==> src/design/abm_pkg.sv <==
// constants for the backplane bus master controller
package abm_pkg;
  localparam int ADDR_W = 22;
  localparam int DATA_W = 16;
  localparam int IO_OFS_W = 13;
  localparam logic [21:0] IO_PAGE_WORDS = 22'h001000;
  localparam int CLK_MHZ = 20;
  localparam int SETUP_NS = 150;
  localparam int SETUP_CYC = (SETUP_NS * CLK_MHZ + 999) / 1000;
  localparam int TIMEOUT_US = 10;
  localparam int TIMEOUT_CYC = TIMEOUT_US * CLK_MHZ;
  localparam int CNT_W = 12;
  localparam logic [1:0] OP_READ = 2'h0;
  localparam logic [1:0] OP_WRITE = 2'h1;
  localparam logic [1:0] OP_IACK = 2'h2;
  typedef enum logic [3:0] {
    ABM_IDLE = 4'h0,
    ABM_ADDR = 4'h1,
    ABM_SYNC = 4'h2,
    ABM_STRB = 4'h3,
    ABM_WAIT = 4'h4,
    ABM_DONE = 4'h5,
    ABM_REL = 4'h6,
    ABM_IAK = 4'h7,
    ABM_IAKW = 4'h8
  } abm_state_type;
endpackage : abm_pkg

==> src/design/abm_sync.sv <==
// two flip-flop synchroniser for asynchronous bus inputs
`timescale 1ns/100ps
`default_nettype none
module abm_sync #(
  parameter int WIDTH = 1
) (
  input wire logic clk_in,
  input wire logic sys_rst_in,
  input wire logic ce_in,
  input wire logic [WIDTH-1:0] async_in,
  output logic [WIDTH-1:0] sync_out
);
  logic [WIDTH-1:0] meta_r;
  always_ff @(posedge clk_in) begin
    if (sys_rst_in) begin
      meta_r <= '0;
      sync_out <= '0;
    end else if (ce_in) begin
      meta_r <= async_in;
      sync_out <= meta_r;
    end
  end
endmodule : abm_sync
`default_nettype wire

==> src/design/abm_master.sv <==
// bus master controller driving an asynchronous interlocked backplane
// How it works
// - this controller is the only initiator
// - every strobe waits for slave reply interlock or the timeout
// - top 4 Kwords form the I/O page
// - io page select raised for I/O page addresses
// - interrupts acknowledged only between user operations
// - returned vector handed to user as pointer
// - same-level priority by electrical nearness; the controller drives int_ack_out with no grant chain
// - position priority follows bus position; levels five and six are simply ORed into irq_pending_out
// - extended lines carry address, then memory error
// - level five and six request lines separate
// - narrow units only in restricted systems
// - address strobe held until transaction ends
`timescale 1ns/100ps
`default_nettype none
module abm_master #(
  parameter int TIMEOUT = abm_pkg::TIMEOUT_CYC
) (
  input wire logic clk_in,
  input wire logic sys_rst_in,
  input wire logic ce_in,
  input wire logic req_valid_in,
  input wire logic [1:0] req_op_in,
  input wire logic [21:0] req_addr_in,
  input wire logic [15:0] req_wdata_in,
  output logic req_ready_out,
  output logic rsp_valid_out,
  output logic [15:0] rsp_rdata_out,
  output logic rsp_timeout_out,
  output logic rsp_mem_err_out,
  input wire logic [21:0] addr_data_lines_in,
  output logic [21:0] addr_data_lines_out,
  output logic addr_data_lines_oe_out,
  output logic addr_phase_strobe_out,
  output logic read_data_strobe_out,
  output logic write_data_strobe_out,
  output logic write_byte_out,
  output logic io_page_select_out,
  output logic int_ack_out,
  input wire logic slave_reply_in,
  input wire logic irq_level_five_in,
  input wire logic irq_level_six_in,
  output logic irq_pending_out
);
  abm_pkg::abm_state_type state_r;
  abm_pkg::abm_state_type state_nxt;
  logic [abm_pkg::CNT_W-1:0] cnt_r;
  logic [1:0] op_r;
  logic [21:0] addr_r;
  logic [15:0] wdata_r;
  logic reply_s;
  logic irq5_s;
  logic irq6_s;
  logic [21:0] dal_s;
  abm_sync #(.WIDTH(3)) u_ctl_sync (
    .clk_in(clk_in),
    .sys_rst_in(sys_rst_in),
    .ce_in(ce_in),
    .async_in({slave_reply_in, irq_level_five_in, irq_level_six_in}),
    .sync_out({reply_s, irq5_s, irq6_s})
  );
  // data settles well before reply is seen after two stages
  abm_sync #(.WIDTH(22)) u_dal_sync (
    .clk_in(clk_in),
    .sys_rst_in(sys_rst_in),
    .ce_in(ce_in),
    .async_in(addr_data_lines_in),
    .sync_out(dal_s)
  );

  // io page is the top 4 Kwords of the 22-bit address space
  function automatic logic in_io_page(input logic [21:0] a);
    in_io_page = (a >= (22'h3FFFFF - abm_pkg::IO_PAGE_WORDS * 22'h000002 + 22'h000001));
  endfunction : in_io_page

  // in the io page only the offset bits are meaningful to slaves
  function automatic logic [21:0] drive_addr(input logic [21:0] a);
    drive_addr = in_io_page(a) ? {9'h1FF, a[abm_pkg::IO_OFS_W-1:0]} : a;
  endfunction : drive_addr

  wire take_req = req_valid_in && (state_r == abm_pkg::ABM_IDLE);
  wire irq_any = irq5_s || irq6_s;
  wire cnt_zero = (cnt_r == '0);
  wire timed_out = (cnt_r == TIMEOUT[abm_pkg::CNT_W-1:0]);
  wire is_write = (op_r == abm_pkg::OP_WRITE);
  wire is_io = in_io_page(addr_r);
  // slaves get the whole address and decode their own registers
  wire [21:0] addr_drv = drive_addr(addr_r);

  always_comb begin
    state_nxt = state_r;
    case (state_r)
      abm_pkg::ABM_IDLE: begin
        if (take_req) begin
          if (req_op_in == abm_pkg::OP_IACK) begin
            state_nxt = abm_pkg::ABM_IAK;
          end else begin
            state_nxt = abm_pkg::ABM_ADDR;
          end
        end
      end
      abm_pkg::ABM_ADDR: begin
        if (cnt_zero) begin
          state_nxt = abm_pkg::ABM_SYNC;
        end
      end
      abm_pkg::ABM_SYNC: begin
        if (cnt_zero) begin
          state_nxt = abm_pkg::ABM_STRB;
        end
      end
      abm_pkg::ABM_STRB: begin
        if (cnt_zero) begin
          state_nxt = abm_pkg::ABM_WAIT;
        end
      end
      abm_pkg::ABM_WAIT: begin
        if (reply_s || timed_out) begin
          state_nxt = abm_pkg::ABM_DONE;
        end
      end
      abm_pkg::ABM_DONE: begin
        if (!reply_s) begin
          state_nxt = abm_pkg::ABM_REL;
        end
      end
      abm_pkg::ABM_REL: begin
        state_nxt = abm_pkg::ABM_IDLE;
      end
      abm_pkg::ABM_IAK: begin
        if (cnt_zero) begin
          state_nxt = abm_pkg::ABM_IAKW;
        end
      end
      abm_pkg::ABM_IAKW: begin
        if (reply_s || timed_out) begin
          state_nxt = abm_pkg::ABM_DONE;
        end
      end
      default: begin
        state_nxt = abm_pkg::ABM_IDLE;
      end
    endcase
  end

  wire state_chg = (state_nxt != state_r);
  wire waiting = (state_r == abm_pkg::ABM_WAIT) || (state_r == abm_pkg::ABM_IAKW);
  wire setup_st = (state_r == abm_pkg::ABM_ADDR) || (state_r == abm_pkg::ABM_SYNC)
               || (state_r == abm_pkg::ABM_STRB) || (state_r == abm_pkg::ABM_IAK);
  wire [abm_pkg::CNT_W-1:0] setup_ld = abm_pkg::CNT_W'(abm_pkg::SETUP_CYC - 1);
  wire finish = waiting && state_chg;
  wire strobe_nxt = (state_nxt == abm_pkg::ABM_STRB) || (state_nxt == abm_pkg::ABM_WAIT);

  always_ff @(posedge clk_in) begin
    if (sys_rst_in) begin
      state_r <= abm_pkg::ABM_IDLE;
      cnt_r <= '0;
    end else if (ce_in) begin
      state_r <= state_nxt;
      if (state_chg) begin
        cnt_r <= (waiting || state_nxt == abm_pkg::ABM_IAKW
                  || state_nxt == abm_pkg::ABM_WAIT) ? '0 : setup_ld;
      end else if (waiting) begin
        cnt_r <= cnt_r + 1'b1;
      end else if (setup_st && !cnt_zero) begin
        cnt_r <= cnt_r - 1'b1;
      end
    end
  end

  always_ff @(posedge clk_in) begin
    if (sys_rst_in) begin
      op_r <= abm_pkg::OP_READ;
      addr_r <= '0;
      wdata_r <= '0;
    end else if (ce_in && take_req) begin
      op_r <= req_op_in;
      addr_r <= req_addr_in;
      wdata_r <= req_wdata_in;
    end
  end

  // bus drive outputs, all released during reset
  always_ff @(posedge clk_in) begin
    if (sys_rst_in) begin
      addr_data_lines_out <= '0;
      addr_data_lines_oe_out <= 1'b0;
      addr_phase_strobe_out <= 1'b0;
      read_data_strobe_out <= 1'b0;
      write_data_strobe_out <= 1'b0;
      write_byte_out <= 1'b0;
      io_page_select_out <= 1'b0;
      int_ack_out <= 1'b0;
    end else if (ce_in) begin
      // address strobe spans sync through done
      addr_phase_strobe_out <= (state_nxt == abm_pkg::ABM_SYNC) || (strobe_nxt)
                            || (state_nxt == abm_pkg::ABM_DONE && op_r != abm_pkg::OP_IACK);
      if (state_nxt == abm_pkg::ABM_ADDR || state_nxt == abm_pkg::ABM_SYNC) begin
        // held fields still belong to the previous request on the take edge
        addr_data_lines_out <= take_req ? drive_addr(req_addr_in) : addr_drv;
        addr_data_lines_oe_out <= 1'b1;
        io_page_select_out <= take_req ? in_io_page(req_addr_in) : is_io;
        write_byte_out <= take_req ? (req_op_in == abm_pkg::OP_WRITE) : is_write;
      end else if (strobe_nxt && is_write) begin
        addr_data_lines_out <= {6'h00, wdata_r};
        addr_data_lines_oe_out <= 1'b1;
        io_page_select_out <= 1'b0;
        write_byte_out <= 1'b0;
      end else begin
        addr_data_lines_out <= '0;
        addr_data_lines_oe_out <= 1'b0;
        io_page_select_out <= 1'b0;
        write_byte_out <= 1'b0;
      end
      read_data_strobe_out <= (strobe_nxt && op_r == abm_pkg::OP_READ)
                           || state_nxt == abm_pkg::ABM_IAK
                           || state_nxt == abm_pkg::ABM_IAKW;
      write_data_strobe_out <= strobe_nxt && is_write;
      int_ack_out <= (state_nxt == abm_pkg::ABM_IAKW);
    end
  end

  // user side answer
  always_ff @(posedge clk_in) begin
    if (sys_rst_in) begin
      req_ready_out <= 1'b0;
      rsp_valid_out <= 1'b0;
      rsp_rdata_out <= '0;
      rsp_timeout_out <= 1'b0;
      rsp_mem_err_out <= 1'b0;
      irq_pending_out <= 1'b0;
    end else if (ce_in) begin
      req_ready_out <= (state_nxt == abm_pkg::ABM_IDLE);
      rsp_valid_out <= finish;
      irq_pending_out <= irq_any;
      if (finish) begin
        rsp_timeout_out <= !reply_s;
        // vector returned raw; user fetches the two words
        rsp_rdata_out <= is_write ? 16'h0000 : dal_s[15:0];
        rsp_mem_err_out <= reply_s && !is_write && (op_r != abm_pkg::OP_IACK) && dal_s[17]
                        && dal_s[16];
      end
    end
  end

  // no write strobe without an address strobe around it
  strobe_in_sync_a: assert property (@(posedge clk_in) disable iff (sys_rst_in)
    write_data_strobe_out |-> addr_phase_strobe_out)
    else $error("write strobe outside address phase");
  // write strobe drops on the edge after the synchronised reply is seen in wait
  reply_ends_a: assert property (@(posedge clk_in) disable iff (sys_rst_in)
    (ce_in && state_r == abm_pkg::ABM_WAIT && reply_s) |=> !write_data_strobe_out)
    else $error("write strobe held past reply");
  no_both_dir_a: assert property (@(posedge clk_in) disable iff (sys_rst_in)
    !(read_data_strobe_out && write_data_strobe_out))
    else $error("read and write strobes together");
  io_sel_addr_a: assert property (@(posedge clk_in) disable iff (sys_rst_in)
    io_page_select_out |-> addr_data_lines_oe_out && addr_data_lines_out[21:13] == 9'h1FF)
    else $error("io page select without io address");
  reset_release_a: assert property (@(posedge clk_in)
    $past(sys_rst_in) && !sys_rst_in |-> !addr_data_lines_oe_out && !int_ack_out)
    else $error("bus driven after reset");
  rsp_one_a: assert property (@(posedge clk_in) disable iff (sys_rst_in)
    rsp_valid_out |=> !rsp_valid_out)
    else $error("response longer than one cycle");
  iack_no_sync_a: assert property (@(posedge clk_in) disable iff (sys_rst_in)
    int_ack_out |-> !addr_phase_strobe_out && read_data_strobe_out)
    else $error("interrupt acknowledge malformed");
  ready_idle_a: assert property (@(posedge clk_in) disable iff (sys_rst_in)
    req_ready_out |-> !addr_phase_strobe_out && !read_data_strobe_out)
    else $error("ready while bus busy");

  // answer follows the synchronised reply by exactly one edge
  reply_done_a: assert property (@(posedge clk_in) disable iff (sys_rst_in)
    (ce_in && state_r == abm_pkg::ABM_WAIT && reply_s) |=> rsp_valid_out && !rsp_timeout_out)
    else $error("reply not answered");
  iack_done_a: assert property (@(posedge clk_in) disable iff (sys_rst_in)
    (ce_in && state_r == abm_pkg::ABM_IAKW && reply_s) |=> rsp_valid_out && !int_ack_out
      && !read_data_strobe_out)
    else $error("acknowledge not closed after vector");
  timeout_flag_a: assert property (@(posedge clk_in) disable iff (sys_rst_in)
    (ce_in && waiting && timed_out && !reply_s) |=> rsp_valid_out && rsp_timeout_out)
    else $error("missing reply not reported");
  strobe_end_a: assert property (@(posedge clk_in) disable iff (sys_rst_in)
    $fell(addr_phase_strobe_out) |-> !write_data_strobe_out && !read_data_strobe_out)
    else $error("data strobe outlives address strobe");
  ready_released_a: assert property (@(posedge clk_in) disable iff (sys_rst_in)
    req_ready_out |-> !addr_data_lines_oe_out && !write_data_strobe_out && !int_ack_out)
    else $error("bus held while idle");
  write_data_a: assert property (@(posedge clk_in) disable iff (sys_rst_in)
    write_data_strobe_out |-> addr_data_lines_oe_out && addr_data_lines_out[15:0] == wdata_r)
    else $error("write strobe without its data");
  read_release_a: assert property (@(posedge clk_in) disable iff (sys_rst_in)
    read_data_strobe_out |-> !addr_data_lines_oe_out)
    else $error("lines driven during read");
endmodule : abm_master
`default_nettype wire

==> config.mk <==
export PLATFORM = sky130hd
export DESIGN_NAME = abm_master
export DESIGN_NICKNAME = d
export VERILOG_FILES = /design/src/design/abm_pkg.sv /design/src/design/abm_sync.sv /design/src/design/abm_master.sv
export SDC_FILE = /design/constraint.sdc
export NUM_CORES = 1
export LEC_CHECK = 0
export BUFFER_PORTS_ARGS = -buffer_cell sky130_fd_sc_hd__buf_4
export CORE_MARGIN = 2
export CORE_UTILIZATION = 45
export DETAILED_ROUTE_END_ITERATION = 7
export HOLD_SLACK_MARGIN = 0.15
export PLACE_DENSITY = 0.67
export SYNTH_ARGS = -nofsm -noshare
export SYNTH_HDL_FRONTEND = slang
export SYNTH_SLANG_ARGS = --single-unit
==> constraint.sdc <==
create_clock -name clk_in -period 9.4 [get_ports clk_in]
set_input_delay 1.41 -clock clk_in [delete_from_list [all_inputs] [get_ports clk_in]]
set_output_delay 1.41 -clock clk_in [all_outputs]
set_load 0.01 [all_outputs]
Yosys cells after proc, flatten, opt, wreduce, memory -nomap -nowiden
Cells that the tools add are included.
{ "classes": {"mux": 25, "add_sub_neg": 2, "eq_ne": 20, "n_lt_le_gt_ge": 2, "reduce_logical": 36} }
{ "op_table": {"columns": ["op", "n"], "rows": [
  ["2-to-1 mux 22 bit", 4],
  ["greater-or-equal comparator 22 bit, second input constant", 2],
  ["2-to-1 mux 12 bit", 3],
  ["2-to-1 mux 16 bit", 2],
  ["2-to-1 mux 4 bit", 7],
  ["case mux 4 bit (7 select lines)", 1],
  ["equality test 4 x 3 -> 1 bit, second input constant", 6],
  ["equality test 4 x 2 -> 1 bit, second input constant", 4],
  ["logical OR 1 bit", 14],
  ["adder 12 x 1 -> 12 bit, second input constant", 1],
  ["equality test 12 x 8 -> 1 bit, second input constant", 1],
  ["zero test 12 bit", 1],
  ["subtractor 12 x 1 -> 12 bit, second input constant", 1],
  ["logical AND 1 bit", 11],
  ["equality test 4 x 1 -> 1 bit, second input constant", 2],
  ["equality test 4 bit, second input constant", 2],
  ["zero test 4 bit", 2],
  ["2-to-1 mux 1 bit", 6],
  ["equality test 2 x 1 -> 1 bit, second input constant", 2],
  ["!= test 4 bit", 1],
  ["AND reduction 2 bit", 2],
  ["zero test 1 bit", 3],
  ["2-to-1 mux 3 bit", 1],
  ["nonzero test 3 bit", 1],
  ["5 further kinds", 5]
]} }
{ "totals": {"in_bits": 69, "word_cells": 108, "reg_bits": 148} }

Logic depth before layout (Yosys ltp)
Gate-level depths: netlist (run 1).
{ "depth": {"word_depth": 9, "depth_mapped": 13} }

By module
Synthesis (run 1) repeated with hierarchy kept, for this count alone.
{ "unflattened": {"hier_cells": 802, "area_unflattened_um2": 7156.9} }
{ "by_module_without_submodules": {"columns": ["module", "n_inst", "cells_per_inst", "area_each_um2", "seq_area_each_um2"], "rows": [
  ["abm_master", 1, 641, 5345.1, 2122.0],
  ["abm_sync (u_dal_sync)", 1, 142, 1597.8, 880.8],
  ["abm_sync (u_ctl_sync)", 1, 19, 214.0, 120.1]
]} }

Least setup slack after synthesis (run 1)
OpenSTA, ideal clock, no wires.
{ "synth_timing": {"path_type": "input port to flip-flop", "from": "input port req_valid_in", "to": "register rsp_rdata_out[10]", "path_slack_ns": 6.145, "arrival_time_ns": 3.185, "n_path_buf": 3, "setup_time_ns": 0.070, "cell_stages": 10, "path_cell_list": "and3_1 -> clkbuf_1 -> nand3b_1 -> nand3_1 -> a32oi_1 -> or2_2 -> clkbuf_1 -> clkbuf_1 -> nand2_1 -> a21oi_1"} }
{ "synth_between": {"elab_chain_cells": 6} }
{ "synth_lines": {"columns": ["element", "line_no", "text"], "rows": [
  ["start: declaration", "abm_master.sv:23", "input wire logic req_valid_in,"],
  ["logical AND 1 bit", "abm_master.sv:82", "wire take_req = req_valid_in && (state_r == abm_pkg::ABM_IDLE);"],
  ["2-to-1 mux 4 bit", "abm_master.sv:95", "if (take_req) begin"],
  ["case mux 4 bit (7 select lines)", "abm_master.sv:93", "case (state_r)"],
  ["!= test 4 bit", "abm_master.sv:147", "wire state_chg = (state_nxt != state_r);"],
  ["logical AND 1 bit", "abm_master.sv:152", "wire finish = waiting && state_chg;"],
  ["AND reduction 2 bit (no line)", null, null],
  ["end signal: assignment", "abm_master.sv:240", "rsp_rdata_out <= is_write ? 16'h0000 : dal_s[15:0];"],
  ["end: declaration", "abm_master.sv:29", "output logic [15:0] rsp_rdata_out,"]
]} }
Every way passes these cells.
A chain may end at the register's enable or synchronous reset.

Worst setup path after layout (run 1)
{ "layout_timing": {"from": "register state_r[3]", "to": "register cnt_r[10] in the netlist's numbering"} }
{ "layout_between": {"elab_chain_cells": 7, "word_cells_on_any_way": 28, "classes_between": "eq/ne (8); mux (10); reduce/logical (10)"} }
{ "layout_lines": {"columns": ["element", "line_no", "text"], "rows": [
  ["start: declaration", "abm_master.sv:46", "abm_pkg::abm_state_type state_r;"],
  ["start signal: assignment", "abm_master.sv:157", "state_r <= abm_pkg::ABM_IDLE;"],
  ["start signal: assignment", "abm_master.sv:160", "state_r <= state_nxt;"],
  ["zero test 4 bit (tied with other cells)", "abm_master.sv:82, abm_master.sv:93", null],
  ["logical AND 1 bit / logical OR 1 bit (equally long branches)", "abm_master.sv:82, abm_master.sv:149", null],
  ["2-to-1 mux 4 bit / logical OR 1 bit (equally long branches)", "abm_master.sv:95, abm_master.sv:150", null],
  ["case mux 4 bit (7 select lines) / logical OR 1 bit (equally long branches)", "abm_master.sv:93, abm_master.sv:150", null],
  ["!= test 4 bit / logical AND 1 bit (equally long branches)", "abm_master.sv:147, abm_master.sv:166", null],
  ["nonzero test 3 bit (no line)", null, null],
  ["AND reduction 2 bit (no line)", null, null],
  ["end signal: assignment", "abm_master.sv:162", "cnt_r <= (waiting || state_nxt == abm_pkg::ABM_IAKW"],
  ["end signal: assignment", "abm_master.sv:165", "cnt_r <= cnt_r + 1'b1;"],
  ["end signal: assignment", "abm_master.sv:167", "cnt_r <= cnt_r - 1'b1;"],
  ["end: declaration", "abm_master.sv:48", "logic [abm_pkg::CNT_W-1:0] cnt_r;"]
]} }
Parallel ways exist; a longest one is shown, timed or not.

==> results of run 1 <==
## cells in the final DEF (no fill, tap or decap), types with 5 or more instances in the layout
cell type,Yosys,layout
nand3_1,37,37
nand2b_1,5,5
mux2i_1,60,60
o221ai_1,5,5
xnor2_1,7,7
or3_1,6,6
nor3_1,13,13
a211oi_1,7,7
ha_1,10,10
buf_4,0,120
nor2b_1,5,5
a22o_1,8,8
a21oi_1,65,65
o21a_1,5,5
dfxtp_1,148,148
o21ai_0,17,17
clkbuf_16,0,17
nand2_1,142,142
nor2_1,74,73
o221ai_2,11,11
inv_1,23,23
## area by class of cell
cell class / instances / area share (%)
clock buffers: 22 / 5.786
clock inverters: 8 / 0.9825
inverters: 23 / 1.076
multi-input cells: 537 / 41.13
flip-flops and latches: 148 / 36.93
well taps: 184 / 2.870
repair buffers: 120 / 11.23
## stage by stage
stage          instance area [µm²]  setup WS (ps)  hold slack (ps)  utilization [%]   power, W
2_1_floorplan                 6540           6145            435.7                -  0.0009895
3_3_place_gp                  7480           5389            433.5            52.05   0.001081
3_5_place_dp                  7480           5317            443.1            52.05   0.001092
4_1_cts                       8023           5640            452.5            55.83   0.001720
5_1_grt                       8023           5371            468.4            55.83   0.001793
6_report                      8023           5614            452.7            55.83   0.001711
## cell families (layout without fill, tap and decap cells)
group / count (synthesis) / in the layout / share of synthesized area, %
compound gates: 154 / 154 / 17.22
xor+xnor: 7 / 7 / 0.9375
fa+ha+maj: 11 / 11 / 2.219
buf+inv: 70 / 173 / 4.285
flops: 148 / 148 / 45.30
mux: 61 / 61 / 9.355
simple gates: 304 / 304 / 20.68
## power groups by stage
stage / sequential (W) / combinational [W] / clock, W
6_report: 0.000696 / 0.000386 / 0.000628
3_5_place_dp: 0.000709 / 0.000383 / 0
2_1_floorplan: 0.000702 / 0.000287 / 0
5_1_grt: 0.000701 / 0.000427 / 0.000665
4_1_cts: 0.000696 / 0.000385 / 0.000639
3_3_place_gp: 0.000708 / 0.000373 / 0
## sequential cells by signal, summed over array words and instances (netlist names), 3 cells and up
signal and flops:
state_r 4, cnt_r 12, addr_data_lines_out 22, u_dal_sync.sync_out 18, u_ctl_sync.sync_out 3, u_ctl_sync.meta_r 3
rsp_rdata_out 16, wdata_r 16, addr_r 22, u_dal_sync.meta_r 18
## critical path: cells and delay by family (launching register included)
kind	cells	cell delay [ps]
compound gates	6	1290
simple gates	3	810
flops	1	590
fa+ha+maj	1	450
buf+inv	1	410
xor+xnor	1	120
## final timing paths
| kind | to | cells past startpoint |
|---|---|---|
| max | cnt_r[10]$_SDFFE_PP0P_ | 12 |
| min | rsp_rdata_out[6]$_SDFFE_PP0P_ | 2 |
| max reg2reg | cnt_r[10]$_SDFFE_PP0P_ | 12 |
| min reg2reg | rsp_rdata_out[6]$_SDFFE_PP0P_ | 2 |
## routing by layer
metal	vias up	share of wire, %	global-route usage [%]
met5	-	0	0
met4	0	1.8	8.196
met3	25	6.5	6.787
met2	154	48	34.20
met1	2714	43	25.27
li1	2815	-	-
==> results.yml, run 1 <==
final_layout:
  fin_nets: 927
  fillers: 1254
  multi_input_area_um2: 3299
  register_area_um2: 2963
  final_layout_size_suffix_gt1_share_pct: 20.16
  syn_to_final_growth_pct: 22.67
  instances_no_fill: 1042
  antenna_cells: 0
clocking:
  ctsHoldBuffers: 0
  cts_buffers: 17
  cts_buffer_depth: 2
  cts-resized-gates: 0
  h-tree-depth: 4
  clk_latency_ps: 410
  cts.sinks: 148
  cts_root_buf: "clkbuf_16"
  cts_tree: "done"
  cts.reportedPaths.clkPinSlew_ps: 60
  cts_setup_buffers: 0
grt:
  antenna_found_initial: 0
  grt_first_pass_wirelength_um: 26790
  grt_usage_pct: 20.81
  grt_max_degree: 73
  gr-total-overflow: 0
  grt_pass1_vias: 5571
place:
  dp.cells: 1012
  port_buffers: 114
  dp_hpwl_um: 10860
  gp_congestion: 0.8675
synth:
  ys_ff_latch: 148
  ys_async_sr_fraction_pct: 0
  synth_cell_types: 62
  synth_cells: 755
  synth_edf_count: 0
  synth_ff_type: "dfxtp_1"
  netlist_area_um2: 6540
  yosysTopAreaCell: "dfxtp_1"
  syn_area_per_cell_um2: 8.662
  ys_seq_area_share_pct: 45.30
  synth_commonest_cells: "dfxtp_1, nand2_1, nor2_1"
  syn_nets: 835
  yosysTopAreaCellShare_pct: 45.30
  synth_most_common_cell: "dfxtp_1"
  yosysWarnings: 0
  synth_area_leaders: "dfxtp_1, mux2i_1, nand2_1, a21oi_1, nor2_1"
min_path:
  min_from: "rsp_rdata_out[6]$_SDFFE_PP0P_"
  hold_path.class: "reg2reg"
power:
  pwr-share-seq_pct: 40.7
  ir_worst_vdd_mv: 0.1598
  swShare_pct: 29.53
  intPower_w: 0.001205
  comb_power_share_pct: 22.6
  p_per_area_nw_per_um2: 213.2
  clkPwrFrac_pct: 36.7
  p_leak_nw: 3.238
  power.switching_w: 0.0005052
detailed_routing:
  drc_errors: 0
  vias: 5708
  wire_per_inst_um: 15.65
  drt_iter0_drc: 466
  drt-vias-per-instance: 5.478
  first_pass_iters: 5
  drt_wl_total_um: 16310
  postRouteAntennaNets: 0
die:
  die_area_um2: 15510
  core-area_um2: 14370
  fp.dieW_um: 124.6
  ios: 119
  die_y_um: 124.6
  start_util_pct: 45.52
  rows: 44
sta:
  skew_ps: 7.714
  rsz0062_at_grt: "no"
  slew_headroom_pct: 32.82
  max_freq_mhz: 264.1
  hold_viol: 0
  fin_setup_tns_ps: 0
  worst_slew_pin_slew_ps: 1008
  fin_crit_sh_pct: 40.28
  finalSetupViolCount: 0
  drv_slew: 0
  finalCriticalPeriod_ps: 3786
setup_path:
  path_max_fanout: 16
  path_cells: "xnor2_1 -> nor3_1 -> inv_1 -> ha_1 -> nor2b_1 -> o21ai_0 -> a21boi_0 -> o21ai_0 -> a211oi_1 -> o21a_1 -> or3_1 -> a32o_1"
  reg2reg_slack_ps: 5610
  critPathMaxStageDelay_ps: 590
  path_class: "reg2reg"
  worstPathRequired_ps: 9700
  end_kind: "flip-flop"
  critical_path.startpoint: "state_r[3]$_SDFFE_PP0P_"
  timing.critical_path.mode_cell: "o21ai_0"
  slowest_stage: "dfxtp_1"
  worstSetupStartpointType: "flip-flop"
  reg2reg_from: "state_r[3]$_SDFFE_PP0P_"
  worstPathArrival_ps: 4090
run_status:
  status: "finished, final reports clean"
run:
  maxCapViolCount: 0
No activity file was read; power rests on OpenSTA's default activity.
==> run 2, diff against run 1 <==
--- a/config.mk
+++ b/config.mk
@@ -10,7 +10,7 @@
 export CORE_UTILIZATION = 45
 export DETAILED_ROUTE_END_ITERATION = 7
 export HOLD_SLACK_MARGIN = 0.15
-export PLACE_DENSITY = 0.67
+export PLACE_DENSITY = 0.69
 export SYNTH_ARGS = -nofsm -noshare
 export SYNTH_HDL_FRONTEND = slang
 export SYNTH_SLANG_ARGS = --single-unit
==> constraint.sdc (replaced) <==
create_clock -name clk_in -period 3.1 [get_ports clk_in]
set_input_delay 0.465 -clock clk_in [delete_from_list [all_inputs] [get_ports clk_in]]
set_output_delay 0.465 -clock clk_in [all_outputs]
set_load 0.01 [all_outputs]
==> run 2 against run 1 <==
Compared with the run above: worst setup slack lost 5500 ps; utilization grew 2.0 points; sequential cell count is the same; combinational power grew to 3.3 times the previous value; final cell count grew 2.3%; clock skew grew 1.8 ps; cell area grew 3.6%; wire length shrank 0.74%; worst hold slack lost 170 ps; die area is the same.
==> results.yml, run 2 (synthesis results as in run 1) <==
run:
  maxCapViolCount: 0
min_path:
  hold_depth: 3
  hold_path.class: "in2reg"
final_layout:
  final_util_pct: 57.85
  stdcell_area_um2: 8313
  fillers: 1296
  final_layout_size_suffix_gt1_share_pct: 22.79
  antenna_cells: 0
  layout_commonest_cell: "dfxtp_1"
  top_regs: "addr_data_lines_out: 22 flops, addr_r: 22 flops"
  syn_to_final_growth_pct: 27.11
  final_cell_mix: "dfxtp_1, nand2_1, buf_4"
  fin_nets: 949
detailed_routing:
  postRouteAntennaNets: 0
  drt-vias-per-instance: 5.327
  first_pass_iters: 4
  drc_errors: 0
  drt_iter0_drc: 341
  vias: 5679
  wire_per_inst_um: 15.18
  drt_wl_total_um: 16180
sta:
  fin_setup_tns_ps: 0
  drv_slew: 0
  hold_viol: 0
  slew_headroom_pct: 54.11
  worst_slack_ps: 138.5
  max_freq_mhz: 337.7
  rsz0062_at_grt: "no"
  skew_ps: 9.553
  fin_crit_sh_pct: 95.53
  finalSetupViolCount: 0
  finalCriticalPeriod_ps: 2962
  worst_slew_pin_slew_ps: 682.5
clocking:
  clk_latency_ps: 420
  cts_root_buf: "clkbuf_16"
  cts.sinks: 148
  cts_buffers: 17
  cts_buffer_depth: 2
  ctsHoldBuffers: 0
  h-tree-depth: 4
  cts.reportedPaths.clkPinSlew_ps: 60
  cts_tree: "done"
power:
  p_per_area_nw_per_um2: 669.8
  p_leak_nw: 3.390
  p_total_w: 0.005568
  ir_worst_vdd_mv: 0.3942
place:
  port_buffers: 114
  placed_area_um2: 7635
  gp_congestion: 0.8309
  post-place-ws_ps: 25.25
  dp_hpwl_um: 10870
setup_path:
  slowest_stage: "or4_4"
  critPathMaxStageDelay_ps: 570
  path_class: "reg2reg"
  end_kind: "flip-flop"
  worstPathArrival_ps: 3300
  worstSetupStartpointType: "flip-flop"
  path_cells: "or4_4 -> nor4_4 -> buf_4 -> a41oi_4 -> a31oi_4 -> and3_1 -> nand3_1 -> a2111o_1 -> buf_12 -> o221ai_1"
  path_max_fanout: 17
  worstPathRequired_ps: 3430
  r2r_cells: 10
grt:
  grt_use_met3_pct: 6.615
  grt_use_met2_pct: 34.27
  gr-total-overflow: 0
  met1_usage_pct: 25.96
  grt_pass1_vias: 5408
  grt_first_pass_wirelength_um: 26340
  busiest_layer: "met2"
  grt_usage_pct: 20.82
  antenna_found_initial: 0
  grt_max_degree: 64
die:
  core-area_um2: 14370
  start_util_pct: 45.52
  die_area_um2: 15510
  ios: 119
  rows: 44
  die_y_um: 124.6
  fp.dieW_um: 124.6
run_status:
  status: "finished, final reports clean"
## run 2: critical path: cells and delay by family, from the launching register on
| family | cells | cell delay (ps) |
|---|---|---|
| flip-flops | 1 | 330 |
| buffers and inverters | 2 | 390 |
| AND/OR/NAND/NOR | 4 | 1090 |
| AO/OA/AOI/OAI | 4 | 1070 |
## run 2: path summary, 6_finish.rpt
kind | from | end | slack (ps)
setup / recovery | cnt_r[4]$_SDFFE_PP0P_ | addr_data_lines_out[3]$_SDFFE_PP0P_ | 140
hold / removal | addr_data_lines_in[3] | u_dal_sync.meta_r[3]$_SDFFE_PP0P_ | 280
setup reg to reg | cnt_r[4]$_SDFFE_PP0P_ | addr_data_lines_out[3]$_SDFFE_PP0P_ | 140
hold reg to reg | write_data_strobe_out$_SDFFE_PP0P_ | write_data_strobe_out$_SDFFE_PP0P_ | 440
## run 2: area by class of cell
class                   count  area [µm²]  area share [%]
clock buffers              21       460.4           5.539
clock inverters            11       173.9           2.092
flip-flops and latches    148        2963           35.64
well taps                 184       230.2           2.769
multi-input cells         537        3308           39.80
inverters                  23       86.33           1.039
repair buffers            142        1091           13.12
## run 2: stage by stage
step                hold slack [ps]  cells
floorplan                     435.7    755
global placement              432.5   1031
global route                  277.0   1066
CTS                           267.5   1066
finish                        280.2   1066
detailed placement            435.3   1031
## run 2: routing by layer
layer / vias to the layer above / wire length (µm)
met5: - / 0
met4: 0 / 185
met3: 14 / 1056
met2: 132 / 7657
met1: 2664 / 7285
li1: 2869 / -
## run 2: where the power goes
part           internal (W)  total, W  switching (W)  leakage [nW]
Sequential          0.00201   0.00210      0.0000884          1.20
Combinational      0.000580   0.00127       0.000694          1.89
Clock               0.00139   0.00219       0.000796         0.300
Total               0.00399   0.00557        0.00158          3.39
## run 2: timing repair
| item | 4_1_cts | 5_1_grt |
|---|---|---|
| setup buffers | 3 | 0 |
| hold endpoints to repair | 0 | 0 |
| gates resized for setup | 0 | 2 |
| endpoints found under the setup margin | 1 | 17 |
==> run 3, diff against run 2 <==
--- a/config.mk
+++ b/config.mk
@@ -7,10 +7,10 @@
 export LEC_CHECK = 0
 export BUFFER_PORTS_ARGS = -buffer_cell sky130_fd_sc_hd__buf_4
 export CORE_MARGIN = 2
-export CORE_UTILIZATION = 45
+export CORE_UTILIZATION = 50
 export DETAILED_ROUTE_END_ITERATION = 7
 export HOLD_SLACK_MARGIN = 0.15
-export PLACE_DENSITY = 0.69
+export PLACE_DENSITY = 0.76
 export SYNTH_ARGS = -nofsm -noshare
 export SYNTH_HDL_FRONTEND = slang
 export SYNTH_SLANG_ARGS = --single-unit
==> run 3 against run 2 <==
Compared with the run above: combinational power increased by 3%; critical path depth unchanged; clock power fell by 14%; largest cell class unchanged; critical endpoint unchanged; final cell count fell by 1.6%; maximum frequency down 0.90%; worst setup slack got worse by 27 ps; cell area decreased by 1.5%; via count grew 2.2%; sequential share of layout area up 0.54 points; sequential cell count did not move; wire length rose by 2.9%.
==> results.yml, run 3 (synthesis results as in run 1) <==
detailed_routing:
  drt-vias-per-instance: 5.535
  drt_wl_total_um: 16660
  drt_iter0_drc: 507
  vias: 5806
  first_pass_iters: 5
  wire_per_inst_um: 15.88
  drc_errors: 0
  postRouteAntennaNets: 0
sta:
  finalSetupViolCount: 0
  whs_ps: 280.3
  skew_ps: 9.573
  drv_slew: 0
  fin_crit_sh_pct: 96.40
  finalCriticalPeriod_ps: 2988
  worst_slew_pin_slew_ps: 885.1
  rsz0062_at_grt: "no"
  fin_setup_tns_ps: 0
  hold_viol: 0
  slew_headroom_pct: 40.99
  max_freq_mhz: 334.6
die:
  core-area_um2: 12670
  rows: 41
  fp.dieW_um: 118.4
  die_y_um: 118.4
  start_util_pct: 51.61
  die_area_um2: 14010
  ios: 119
setup_path:
  end_kind: "flip-flop"
  worstSetupStartpointType: "flip-flop"
  path_class: "reg2reg"
  reg2reg_slack_ps: 110
  worstPathRequired_ps: 3440
  path_max_fanout: 17
  r2r_cells: 10
  reg2reg_to: "addr_data_lines_out[3]$_SDFFE_PP0P_"
  worstPathArrival_ps: 3320
  reg2reg_from: "cnt_r[4]$_SDFFE_PP0P_"
grt:
  gr-total-overflow: 0
  grt_max_degree: 89
  antenna_found_initial: 0
  grt_usage_pct: 24.22
  grt_pass1_vias: 5738
  grt_first_pass_wirelength_um: 27650
run:
  maxCapViolCount: 0
final_layout:
  final_util_pct: 64.63
  register_area_um2: 2963
  final_cell_mix: "dfxtp_1, nand2_1, buf_4"
  layout_commonest_cell: "dfxtp_1"
  syn_to_final_growth_pct: 25.22
  final_layout_size_suffix_gt1_share_pct: 22.69
  fin_nets: 944
  antenna_cells: 0
  fillers: 1078
  top_regs: "addr_data_lines_out: 22 flops, addr_r: 22 flops"
  multi_input_area_um2: 3331
clocking:
  clk_latency_ps: 420
  cts_tree: "done"
  cts_root_buf: "clkbuf_16"
  h-tree-depth: 4
  cts_buffer_depth: 2
  cts.reportedPaths.clkPinSlew_ps: 60
  cts.sinks: 148
  cts_buffers: 17
power:
  p_per_area_nw_per_um2: 646.6
  p_leak_nw: 3.333
  ir_worst_vdd_mv: 0.5638
min_path:
  hold_path.class: "in2reg"
  whs_endpoint: "u_dal_sync.meta_r[1]$_SDFFE_PP0P_"
  min_from: "addr_data_lines_in[1]"
  hold_depth: 3
place:
  port_buffers: 114
  dp_hpwl_um: 11270
  gp_congestion: 0.9102
run_status:
  status: "finished, final reports clean"
## run 3: changes by cell type in the layout (fill, tap and decap cells not counted), sizes merged
cell	delta
clkinvlp	+1
bufinv	-4
inv	+1
buf	-5
clkinv	+2
## run 3: layer usage
layer	part of all wire, %	GRT usage [%]	vias up
met4	1.8	9.449	0
li1	-	-	2845
met2	49	40.46	210
met3	7.8	8.253	25
met5	0	0	-
met1	42	28.65	2726
## run 3: layout make-up
cell class	instances	area share, %
flip-flops and latches	148	36.18
repair buffers	137	12.91
inverters	23	1.054
well taps	172	2.628
clock buffers	21	5.623
multi-input cells	537	40.67
clock inverters	11	0.9320
## run 3: worst max-delay path, cell delays in order, from the launching register on
cell,delay (ps)
dfxtp_1,330
or4_4,570
nor4_4,240
buf_6,180
a41oi_4,200
o221a_4,330
nand2_1,110
nand2_1,100
a2111o_1,480
buf_12,180
o221ai_1,180
## run 3: where the power goes
part | leakage [nW] | internal [W] | switching, W
combinational | 1.87 | 0.000590 | 0.000721
sequential | 1.20 | 0.00201 | 0.0000931
clock | 0.256 | 0.00107 | 0.000810
total | 3.33 | 0.00367 | 0.00162
## run 3: per-stage QoR
| step | power (W) | area, µm² | cells | setup slack, ps |
|---|---|---|---|---|
| 2_1_floorplan | 0.003001 | 6540 | 755 | 14.87 |
| 3_3_place_gp | 0.003325 | 7590 | 1015 | 113.2 |
| 3_5_place_dp | 0.003369 | 7590 | 1015 | 49.69 |
| 4_1_cts | 0.005236 | 8127 | 1047 | 21.23 |
| 5_1_grt | 0.005533 | 8189 | 1049 | 0.7798 |
| 6_report | 0.005295 | 8189 | 1049 | 111.6 |
## run 3: worst max-delay path by stage
stage	start	endpoint	slack [ps]	cells after the start
global route	cnt_r[4]$_SDFFE_PP0P_	addr_data_lines_out[0]$_SDFFE_PP0P_	0.8	10
finish	cnt_r[4]$_SDFFE_PP0P_	addr_data_lines_out[3]$_SDFFE_PP0P_	110	10
floorplan	state_r[2]$_SDFFE_PP0P_	cnt_r[10]$_SDFFE_PP0P_	10	13
CTS	cnt_r[4]$_SDFFE_PP0P_	addr_data_lines_out[15]$_SDFFE_PP0P_	20	9
detailed placement	cnt_r[4]$_SDFFE_PP0P_	addr_data_lines_out[3]$_SDFFE_PP0P_	50	9
global placement	cnt_r[4]$_SDFFE_PP0P_	addr_data_lines_out[15]$_SDFFE_PP0P_	110	9
## run 3: repair_timing
action                     4_1_cts  5_1_grt
setup buffers                    0        2
gates resized for setup          0        9
setup endpoints to repair        0       28
hold buffers                     0        0
